File: config.mk
export PLATFORM = sky130hd
export DESIGN_NAME = mdt_threshold_bank
export DESIGN_NICKNAME = d
export VERILOG_FILES = /design/src/hdl/mdt_pkg.sv /design/src/hdl/mdt_word_mem.sv /design/src/hdl/mdt_threshold_bank.sv
export VERILOG_INCLUDE_DIRS = /design/src /design/src/hdl
export SDC_FILE = /design/constraint.sdc
export NUM_CORES = 1
export LEC_CHECK = 0
export BUFFER_PORTS_ARGS = -buffer_cell sky130_fd_sc_hd__buf_2
export CAP_MARGIN = 30
export CORE_MARGIN = 4
export CORE_UTILIZATION = 57
export DETAILED_ROUTE_END_ITERATION = 16
export PLACE_DENSITY = 0.85
export SYNTH_ARGS = -nofsm -noshare
export SYNTH_HDL_FRONTEND = slang
export SYNTH_SLANG_ARGS = --single-unit
File: constraint.sdc
create_clock -name core_clk -period 2.9 [get_ports core_clk]
set_clock_uncertainty 0.15 [all_clocks]
set_input_delay 0.725 -clock core_clk [delete_from_list [all_inputs] [get_ports core_clk]]
set_output_delay 0.725 -clock core_clk [all_outputs]
set_load 0.02 [all_outputs]
File: src/hdl/mdt_params.svh
// Constants of the metering threshold bank: word indices, fields, values.
`ifndef MDT_PARAMS_SVH
`define MDT_PARAMS_SVH

`define MDT_IDX_BASE       16'h43A3
`define MDT_IDX_A_GAIN     16'h43A3
`define MDT_IDX_A_OFFSET   16'h43A4
`define MDT_IDX_B_GAIN     16'h43A5
`define MDT_IDX_B_OFFSET   16'h43A6
`define MDT_IDX_C_GAIN     16'h43A7
`define MDT_IDX_C_OFFSET   16'h43A8
`define MDT_IDX_APP_HI     16'h43A9
`define MDT_IDX_APP_LO     16'h43AA
`define MDT_IDX_ACT_HI     16'h43AB
`define MDT_IDX_ACT_LO     16'h43AC
`define MDT_IDX_REA_HI     16'h43AD
`define MDT_IDX_REA_LO     16'h43AE
`define MDT_IDX_RSVD_A     16'h43AF
`define MDT_IDX_APP_NOLOAD 16'h43B0
`define MDT_IDX_ACT_NOLOAD 16'h43B1
`define MDT_IDX_REA_NOLOAD 16'h43B2
`define MDT_IDX_VOLT_LVL   16'h43B3
`define MDT_IDX_RSVD_NW    16'h43B4
`define MDT_IDX_INT_COEFF  16'h43B5
`define MDT_IDX_HPF_DIS    16'h43B6
`define MDT_IDX_RSVD_B     16'h43B7
`define MDT_IDX_SUM_LEVEL  16'h43B8
`define MDT_IDX_LAST       16'h43B8
`define MDT_IDX_STATUS     16'h4300
`define MDT_WORD_COUNT     22
`define MDT_WORD_RESET     24'h00_0000
`define MDT_COEFF_ON       24'hFF_8000
`define MDT_STAT_MISMATCH  0
`define MDT_STAT_COEFF_OK  1
`define MDT_STAT_INTEG_ON  2

`endif

File: src/hdl/mdt_pkg.sv
// Types shared by the metering threshold bank.
package mdt_pkg;

	typedef logic [23:0] mdt_word_t;

	typedef enum logic [1:0] {
		MDT_IDLE,
		MDT_RD_FETCH,
		MDT_RD_RESP,
		MDT_WR_RESP
	} mdt_bus_state_t;

	typedef struct packed {
		logic [47:0] apparent;
		logic [47:0] active;
		logic [47:0] reactive;
	} mdt_thresholds_t;

	typedef struct packed {
		mdt_word_t apparent;
		mdt_word_t active;
		mdt_word_t reactive;
	} mdt_noload_t;

	typedef struct packed {
		mdt_word_t gain;
		mdt_word_t offset;
	} mdt_phase_corr_t;

	typedef struct packed {
		mdt_phase_corr_t phaseA;
		mdt_phase_corr_t phaseB;
		mdt_phase_corr_t phaseC;
	} mdt_fund_corr_t;

	typedef struct packed {
		mdt_word_t fundVoltageLevel;
		mdt_word_t integratorCoeff;
		mdt_word_t highpassDisable;
		mdt_word_t sumMismatchLevel;
	} mdt_misc_t;

	typedef struct packed {
		mdt_bus_state_t state;
		logic           waitReq;
		logic [31:0]    readData;
		logic           mismatch;
		logic           coeffOk;
	} mdt_bank_state_t;

endpackage : mdt_pkg

File: src/hdl/mdt_word_mem.sv
// Small word memory with byte-lane writes and a registered read port.
`timescale 1ns/10ps
`default_nettype none

module mdt_word_mem #(
	parameter int WIDTH = 24,
	parameter int DEPTH = 22,
	parameter int AW    = 5
) (
	input  wire logic                        core_clk,
	input  wire logic                        nrst,
	input  wire logic                        wrEn,
	input  wire logic [AW-1:0]               wrAddr,
	input  wire logic [WIDTH-1:0]            wrData,
	input  wire logic [WIDTH/8-1:0]          wrByteEn,
	input  wire logic                        rdEn,
	input  wire logic [AW-1:0]               rdAddr,
	output logic      [WIDTH-1:0]            rdData,
	output logic      [DEPTH-1:0][WIDTH-1:0] allWords
);

	typedef struct packed {
		logic [DEPTH-1:0][WIDTH-1:0] words;
		logic [WIDTH-1:0]            rdData;
	} mdt_mem_state_t;

	mdt_mem_state_t q;
	mdt_mem_state_t d;

	// Out-of-range addresses do not write, and an out-of-range read loads zero into the read register.
	always_comb begin
		d = q;
		if (wrEn && (32'(wrAddr) < DEPTH)) begin
			for (int b = 0; b < WIDTH / 8; b++) begin
				if (wrByteEn[b]) begin
					d.words[wrAddr][b*8 +: 8] = wrData[b*8 +: 8];
				end
			end
		end
		if (rdEn) begin
			d.rdData = (32'(rdAddr) < DEPTH) ? q.words[rdAddr] : '0;
		end
	end

	// Every word clears on reset, which is the documented default.
	always_ff @(posedge core_clk or negedge nrst) begin
		if (!nrst) begin
			q <= '0;
		end else begin
			q <= d;
		end
	end

	assign rdData   = q.rdData;
	assign allWords = q.words;

endmodule : mdt_word_mem

`default_nettype wire

File: src/hdl/mdt_threshold_bank.sv
// Threshold and calibration word bank with an Avalon-MM register port.
`timescale 1ns/10ps
`default_nettype none
`include "mdt_params.svh"

module mdt_threshold_bank #(
	parameter int ADDR_W = 18,
	parameter int WORDS  = `MDT_WORD_COUNT
) (
	input  wire logic                   core_clk,
	input  wire logic                   nrst,
	input  wire logic [ADDR_W-1:0]      avsAddress,
	input  wire logic                   avsRead,
	input  wire logic                   avsWrite,
	input  wire logic [31:0]            avsWriteData,
	input  wire logic [3:0]             avsByteEnable,
	output logic      [31:0]            avsReadData,
	output logic                        avsWaitRequest,
	input  wire logic                   integratorOn,
	input  wire logic [27:0]            phaseSumSample,
	input  wire logic [23:0]            neutralSample,
	input  wire logic                   sampleValid,
	output logic                        sumMismatch,
	output logic                        integratorCoeffOk,
	output mdt_pkg::mdt_thresholds_t    powerThresholds,
	output mdt_pkg::mdt_noload_t        noloadLevels,
	output mdt_pkg::mdt_fund_corr_t     fundCorrection,
	output mdt_pkg::mdt_misc_t          miscSettings
);

	localparam int OFS_W = $clog2(WORDS);

	localparam mdt_pkg::mdt_bank_state_t RESET_STATE = '{
		state:    mdt_pkg::MDT_IDLE,
		waitReq:  1'b1,
		readData: 32'h0000_0000,
		mismatch: 1'b0,
		coeffOk:  1'b0
	};

	mdt_pkg::mdt_bank_state_t               q;
	mdt_pkg::mdt_bank_state_t               d;
	logic                                   memRdEn;
	logic                                   memWrEn;
	logic [OFS_W-1:0]                       memSlot;
	mdt_pkg::mdt_word_t                     memRdData;
	logic [WORDS-1:0][23:0]                 memWords;
	logic [15:0]                            reqIdx;
	logic                                   reqHit;
	logic [31:0]                            statusWord;
	logic signed [29:0]                     diffWide;
	logic signed [29:0]                     absWide;
	logic signed [29:0]                     levelWide;
	logic                                   overLevel;

	// Word index of a byte address; each word sits on its own aligned word.
	function automatic logic [15:0] wordIndex(input logic [ADDR_W-1:0] a);
		return 16'(a >> 2);
	endfunction : wordIndex

	// True for any index inside the bank, reserved words included.
	function automatic logic inBank(input logic [15:0] idx);
		return (idx >= `MDT_IDX_BASE) && (idx <= `MDT_IDX_LAST);
	endfunction : inBank

	// Reserved words hold no state of their own.
	function automatic logic isReserved(input logic [15:0] idx);
		logic r;
		r = 1'b0;
		if (idx == `MDT_IDX_RSVD_A) begin
			r = 1'b1;
		end else if (idx == `MDT_IDX_RSVD_B) begin
			r = 1'b1;
		end else if (idx == `MDT_IDX_RSVD_NW) begin
			r = 1'b1;
		end
		return r;
	endfunction : isReserved

	// The threshold halves and the filter-disable word are unsigned.
	function automatic logic isSigned(input logic [15:0] idx);
		logic s;
		s = 1'b1;
		if ((idx >= `MDT_IDX_APP_HI) && (idx <= `MDT_IDX_REA_LO)) begin
			s = 1'b0;
		end else if (idx == `MDT_IDX_HPF_DIS) begin
			s = 1'b0;
		end
		return s;
	endfunction : isSigned

	// Memory slot of an index inside the bank.
	function automatic logic [OFS_W-1:0] slot(input logic [15:0] idx);
		return OFS_W'(idx - `MDT_IDX_BASE);
	endfunction : slot

	// Read word: signed values sign-extend through bit 27, unsigned pad.
	function automatic logic [31:0] formatRead(
		input logic [15:0]        idx,
		input mdt_pkg::mdt_word_t w,
		input logic [31:0]        status
	);
		logic [31:0] r;
		r = 32'h0000_0000;
		if (idx == `MDT_IDX_STATUS) begin
			r = status;
		end else if (!inBank(idx) || isReserved(idx)) begin
			r = 32'h0000_0000;
		end else if (isSigned(idx)) begin
			r = {4'h0, {4{w[23]}}, w};
		end else begin
			r = {8'h00, w};
		end
		return r;
	endfunction : formatRead

	// A misaligned byte address decodes to nothing and reads as zero.
	assign reqIdx  = wordIndex(avsAddress);
	assign reqHit  = (avsAddress[1:0] == 2'b00) && inBank(reqIdx);
	assign memSlot = slot(reqIdx);

	// Status word shows the comparator and the coefficient check.
	always_comb begin
		statusWord = 32'h0000_0000;
		statusWord[`MDT_STAT_MISMATCH] = q.mismatch;
		statusWord[`MDT_STAT_COEFF_OK] = q.coeffOk;
		statusWord[`MDT_STAT_INTEG_ON] = integratorOn;
	end

	// Two's complement difference, widened so that no overflow can occur.
	always_comb begin
		diffWide  = $signed({{2{phaseSumSample[27]}}, phaseSumSample}) -
			$signed({{6{neutralSample[23]}}, neutralSample});
		absWide   = diffWide[29] ? -diffWide : diffWide;
		levelWide = $signed({{6{miscSettings.sumMismatchLevel[23]}},
			miscSettings.sumMismatchLevel});
		overLevel = absWide > levelWide;
	end

	// Bus sequencer: reads take three cycles, writes two, one at a time.
	always_comb begin
		d       = q;
		memRdEn = 1'b0;
		memWrEn = 1'b0;
		case (q.state)
			mdt_pkg::MDT_IDLE: begin
				d.waitReq = 1'b1;
				if (avsRead) begin
					memRdEn = reqHit;
					d.state = mdt_pkg::MDT_RD_FETCH;
				end else if (avsWrite) begin
					d.waitReq = 1'b0;
					d.state   = mdt_pkg::MDT_WR_RESP;
				end
			end
			mdt_pkg::MDT_RD_FETCH: begin
				// A misaligned address reads zero, the status word included.
				d.readData = 32'h0000_0000;
				if (avsAddress[1:0] == 2'b00) begin
					d.readData = formatRead(reqIdx, memRdData, statusWord);
				end
				d.waitReq  = 1'b0;
				d.state    = mdt_pkg::MDT_RD_RESP;
			end
			mdt_pkg::MDT_RD_RESP: begin
				d.waitReq = 1'b1;
				d.state   = mdt_pkg::MDT_IDLE;
			end
			mdt_pkg::MDT_WR_RESP: begin
				// Reserved words drop writes, so they always stay zero.
				memWrEn   = reqHit && !isReserved(reqIdx);
				d.waitReq = 1'b1;
				d.state   = mdt_pkg::MDT_IDLE;
			end
			default: begin
				d.waitReq = 1'b1;
				d.state   = mdt_pkg::MDT_IDLE;
			end
		endcase
		// The flag follows each sample; it holds between samples.
		if (sampleValid) begin
			d.mismatch = overLevel;
		end
		// Without the expected coefficient integrated samples are unusable.
		d.coeffOk = !integratorOn ||
			(miscSettings.integratorCoeff == `MDT_COEFF_ON);
	end

	// The whole control state is one register.
	always_ff @(posedge core_clk or negedge nrst) begin
		if (!nrst) begin
			q <= RESET_STATE;
		end else begin
			q <= d;
		end
	end

	// Only the low three lanes carry data; lane 3 is the padding byte.
	mdt_word_mem #(
		.WIDTH (24),
		.DEPTH (WORDS),
		.AW    (OFS_W)
	) u_words (
		.core_clk (core_clk),
		.nrst     (nrst),
		.wrEn     (memWrEn),
		.wrAddr   (memSlot),
		.wrData   (avsWriteData[23:0]),
		.wrByteEn (avsByteEnable[2:0]),
		.rdEn     (memRdEn),
		.rdAddr   (memSlot),
		.rdData   (memRdData),
		.allWords (memWords)
	);

	// Bus outputs come straight from the state register.
	assign avsReadData       = q.readData;
	assign avsWaitRequest    = q.waitReq;
	assign sumMismatch       = q.mismatch;
	assign integratorCoeffOk = q.coeffOk;

	// Thresholds are wide joins of two stored halves.
	assign powerThresholds.apparent = {memWords[slot(`MDT_IDX_APP_HI)],
		memWords[slot(`MDT_IDX_APP_LO)]};
	assign powerThresholds.active   = {memWords[slot(`MDT_IDX_ACT_HI)],
		memWords[slot(`MDT_IDX_ACT_LO)]};
	assign powerThresholds.reactive = {memWords[slot(`MDT_IDX_REA_HI)],
		memWords[slot(`MDT_IDX_REA_LO)]};

	// No-load levels leave as raw signed words.
	assign noloadLevels.apparent = memWords[slot(`MDT_IDX_APP_NOLOAD)];
	assign noloadLevels.active   = memWords[slot(`MDT_IDX_ACT_NOLOAD)];
	assign noloadLevels.reactive = memWords[slot(`MDT_IDX_REA_NOLOAD)];

	// Per-phase fundamental reactive corrections.
	assign fundCorrection.phaseA.gain   = memWords[slot(`MDT_IDX_A_GAIN)];
	assign fundCorrection.phaseA.offset = memWords[slot(`MDT_IDX_A_OFFSET)];
	assign fundCorrection.phaseB.gain   = memWords[slot(`MDT_IDX_B_GAIN)];
	assign fundCorrection.phaseB.offset = memWords[slot(`MDT_IDX_B_OFFSET)];
	assign fundCorrection.phaseC.gain   = memWords[slot(`MDT_IDX_C_GAIN)];
	assign fundCorrection.phaseC.offset = memWords[slot(`MDT_IDX_C_OFFSET)];

	// Remaining settings for the current and fundamental datapaths.
	assign miscSettings.fundVoltageLevel = memWords[slot(`MDT_IDX_VOLT_LVL)];
	assign miscSettings.integratorCoeff  = memWords[slot(`MDT_IDX_INT_COEFF)];
	assign miscSettings.highpassDisable  = memWords[slot(`MDT_IDX_HPF_DIS)];
	assign miscSettings.sumMismatchLevel = memWords[slot(`MDT_IDX_SUM_LEVEL)];

	logic fullWrite;
	assign fullWrite = (q.state == mdt_pkg::MDT_WR_RESP) && avsWrite &&
		(avsAddress[1:0] == 2'b00) && (avsByteEnable[2:0] == 3'b111);
endmodule : mdt_threshold_bank

`default_nettype wire

==> impl_metrics.ini <==
[synthesis]
seq_area_frac_synth = 0.428
synth.cell_area_um2 = 34100
synth_edf_count = 0
synth_ff_type = dfrtp_1
synth_area_leaders = dfrtp_1, mux2_2, buf_4
syn_area_per_cell_um2 = 12.2
yosys.area.top_type = dfrtp_1
ys_ff_latch = 582
async_flop_share = 1.00
synthCells = 2787
synth_top_area_share = 0.427
synth_cell_type_count = 84
ys_warn_count = 0

[setup_path]
path_buf_inv = 3
start_kind = input port
worstPathArrival_ps = 4770
critPathSlowestCell = a21boi_0
crit_path_start = neutralSample[8]
r2r_end = sumMismatch
worst-r2r-cell-count = 11
worstPathCellList = buf_2 -> inv_1 -> ha_1 -> buf_4 -> nand2_1 -> nor2_1 -> a21boi_0 -> nor3_1 -> o2111a_1 -> nor2b_4 -> and4b_1 -> a31oi_1 -> xor2_1 -> ha_1 -> a21o_1 -> a21o_1 -> a21o_1 -> a21o_1 -> a21o_1 -> a21o_1 -> a221o_1 -> nand2_1 -> a31oi_1
crit_type = input port to flip-flop
cp_max_fo = 4
reg2reg_from = u_words.allWords[519]
r2r_setup_slack_ps = 370
slowest_delay_ps = 410
path_common_cell = a21o_1
cp_top_family = compound AO/OA/AOI/OAI gates
worstSetupEndpointType = flip-flop
critical_path_required_ps = 3240

[sta]
rsz0062_at_grt = yes
layout_setup_ws_ps = -1530
report.final.slew_viol_count = 0
tightestPinTransition_ps = 862
fin_crit_sh = 1.53
hold_violations = 0
fmax_mhz = 226
slew_headroom = 0.424
period_minus_slack_ps = 4430
setup_viol = 274

[global_routing]
grt_pass1_vias = 25500
grt_util_all_layers = 0.339
grt_max_degree = 85
antenna_found_initial = 7
grt_pass1_wl_mm = 164
overflow = 0

[power_and_ir_drop]
p_per_area_nw_per_um2 = 494
switching_share = 0.272
power_switching_mw = 5.26
power.leakage_nw = 20.4
p_int_mw = 14.1
comb_power_share = 0.159
p_seq_frac = 0.422
clkPwrFrac = 0.419
peakVddDrop_mv = 0.617
p_total_mw = 19.4

[clock_network]
cts.htree.levels = 2
root_buffer = clkbuf_16
clk_latency_ps = 630
cts_tree = done
cts.clk_slew.worst_paths_ps = 60
cts.sinks = 582
clockBufferDepth = 3
cts_made_buffers = 57

[placement]
routabilityCongestion = 0.938
io_buffers = 589
dp_hpwl_mm = 80.2
place_inst = 3796

[routing]
wl_met3_mm = 10.6
vias_per_cell = 6.19
route.vias.total = 24400
drt_iter0_markers = 1922
wl_met1_mm = 40.8
drc = 0
drt_first_pass_iters = 5
wl_per_cell_um = 28.0
drt_wl_total_mm = 110
wl_met2_mm = 53.2
highest_layer = met5
ant_nets = 0

[min_path]
min_to = integratorCoeffOk
hold_path.startpoint = integratorOn
hp-class = input port to flip-flop
holdPathStages = 2

[status]
violations = setup timing
status = finished with violations

[die]
die_x_um = 252
die_y_um = 252
placementRows = 89
initial_core_util = 0.576
design.die.area_um2 = 63700
ios = 603
coreArea_um2 = 59100

[finish]
area_delta_synth_final_pct = 15.0
drive_above_1_share = 0.568
final_nets = 3287
multi_input_area_um2 = 15500
fillers = 4062
seqCellArea_um2 = 14600
final_cell_count_no_fill = 3938

[run]
maxCapViolCount = 0
[flip-flops by register name, indices dropped and copies added (netlist names)]
name	cells
avsReadData	25
avsWaitRequest	1
integratorCoeffOk	1
q	2
sumMismatch	1
u_words.allWords	528
u_words.rdData	24
[area by class of cell]
type | instances | area share
tap | 773 | 0.0247
multi-input combinational | 1487 | 0.395
inverter | 86 | 0.00862
antenna | 7 | 0.000447
clock buffer | 74 | 0.0411
timing repair buffer | 895 | 0.146
sequential | 582 | 0.372
clock inverter | 34 | 0.0117
[Yosys cell counts (11+ instances only)]
cell and n:
mux2i_1 25, buf_4 490, nand2b_1 14, a21o_1 23, nand3_1 40, inv_1 86
nand2_1 52, mux4_2 120, ha_1 65, xnor2_1 21, a22o_1 21, nor2_1 97
xor2_1 18, nor2b_1 14, mux2_1 19, dfrtp_1 581, clkbuf_1 109, nand4_1 17
o22ai_1 51, buf_2 21, a31oi_1 12, a211oi_1 11, o21ai_0 74, mux2_2 509
nor3_1 14, a21oi_1 62, nand3_4 55
[worst max-delay path by stage]
stage / cells past startpoint / slack [ps] / endpoint
after global routing: 21 / -1720 / sumMismatch
after CTS: 24 / -1510 / sumMismatch
after detailed placement: 20 / -2300 / sumMismatch
after floorplan: 22 / -1750 / sumMismatch
final: 23 / -1530 / sumMismatch
after global placement: 24 / -2240 / sumMismatch
[worst register-to-register path, cell delays in order, from the launching register on]
cell and delay, ps:
dfrtp_1 520, inv_1 90, ha_1 300, a21o_1 170, a21o_1 150, a21o_1 150, a21o_1 150, a21o_1 160
a21o_1 150, a221o_1 290, nand2_1 70, a31oi_1 70
[layer usage]
metal / vias up / global-route usage
met4: 2 / 0.143
met3: 315 / 0.0863
li1: 10200 / -
met1: 12500 / 0.431
met2: 1373 / 0.559
met5: - / 0
[cells by family (layout without fill, tap and decap cells)]
logic type / count (synthesis) / in the layout / synth area share
buf+inv: 722 / 1089 / 0.136
mux: 673 / 673 / 0.261
flops: 582 / 582 / 0.428
simple gates: 372 / 372 / 0.0760
compound gates: 331 / 331 / 0.0644
fa+ha+maj: 66 / 66 / 0.0245
xor+xnor: 40 / 40 / 0.0105
other cells: 1 / 12 / 0.000110
[placed cells by master, fill, tap and decap left out, types with 9 or more instances in the layout]
master / netlist / final
o21ai_0: 74 / 67
nor2_1: 97 / 91
nand4_1: 17 / 17
nor3_1: 14 / 11
mux2_2: 509 / 497
nand3_1: 40 / 34
buf_4: 490 / 265
xor2_1: 18 / 16
o22ai_1: 51 / 50
o211ai_1: 9 / 9
mux4_2: 120 / 120
clkbuf_16: 0 / 58
a21oi_1: 62 / 55
a22o_1: 21 / 21
inv_1: 86 / 84
buf_2: 21 / 584
mux2i_1: 25 / 25
dfrtp_1: 581 / 581
xnor2_1: 21 / 20
buf_12: 0 / 30
nand2_1: 52 / 50
mux2_4: 0 / 31
a21o_1: 23 / 23
nand2b_1: 14 / 13
ha_1: 65 / 56
o21a_1: 9 / 9
a31oi_1: 12 / 12
nor2b_1: 14 / 12
nand3_4: 55 / 61
clkinv_2: 0 / 9
clkbuf_8: 0 / 12
[power by group through the flow]
stage	registers, mW	logic, mW	clock network (mW)
2_1_floorplan	8.33	1.54	0
3_3_place_gp	8.32	2.85	0
3_5_place_dp	8.32	2.93	0
4_1_cts	8.17	3.00	8.14
5_1_grt	8.17	3.33	8.51
6_report	8.17	3.08	8.11
[what timing repair did]
item	4_1_cts	5_1_grt
pin swaps	25	24
cloned	5	0
setup buffers	18	9
setup endpoints to repair	513	510
hold buffers	1	0
endpoints found under the hold margin	41	0
resized for setup	47	44
[metrics by stage]
step | util | worst slack (ps) | hold WS, ps | TNS, ps | cell area [um^2]
after floorplan | - | -1750 | 279 | -283920 | 34500
after global placement | 0.617 | -2240 | 325 | -454490 | 36500
after detailed placement | 0.617 | -2300 | 328 | -462870 | 36500
after CTS | 0.661 | -1510 | 139 | -5310 | 39100
after global routing | 0.662 | -1720 | 146 | -24070 | 39200
final | 0.663 | -1530 | 159 | -12620 | 39200
Note: power is estimated with default switching activity, not from simulation.
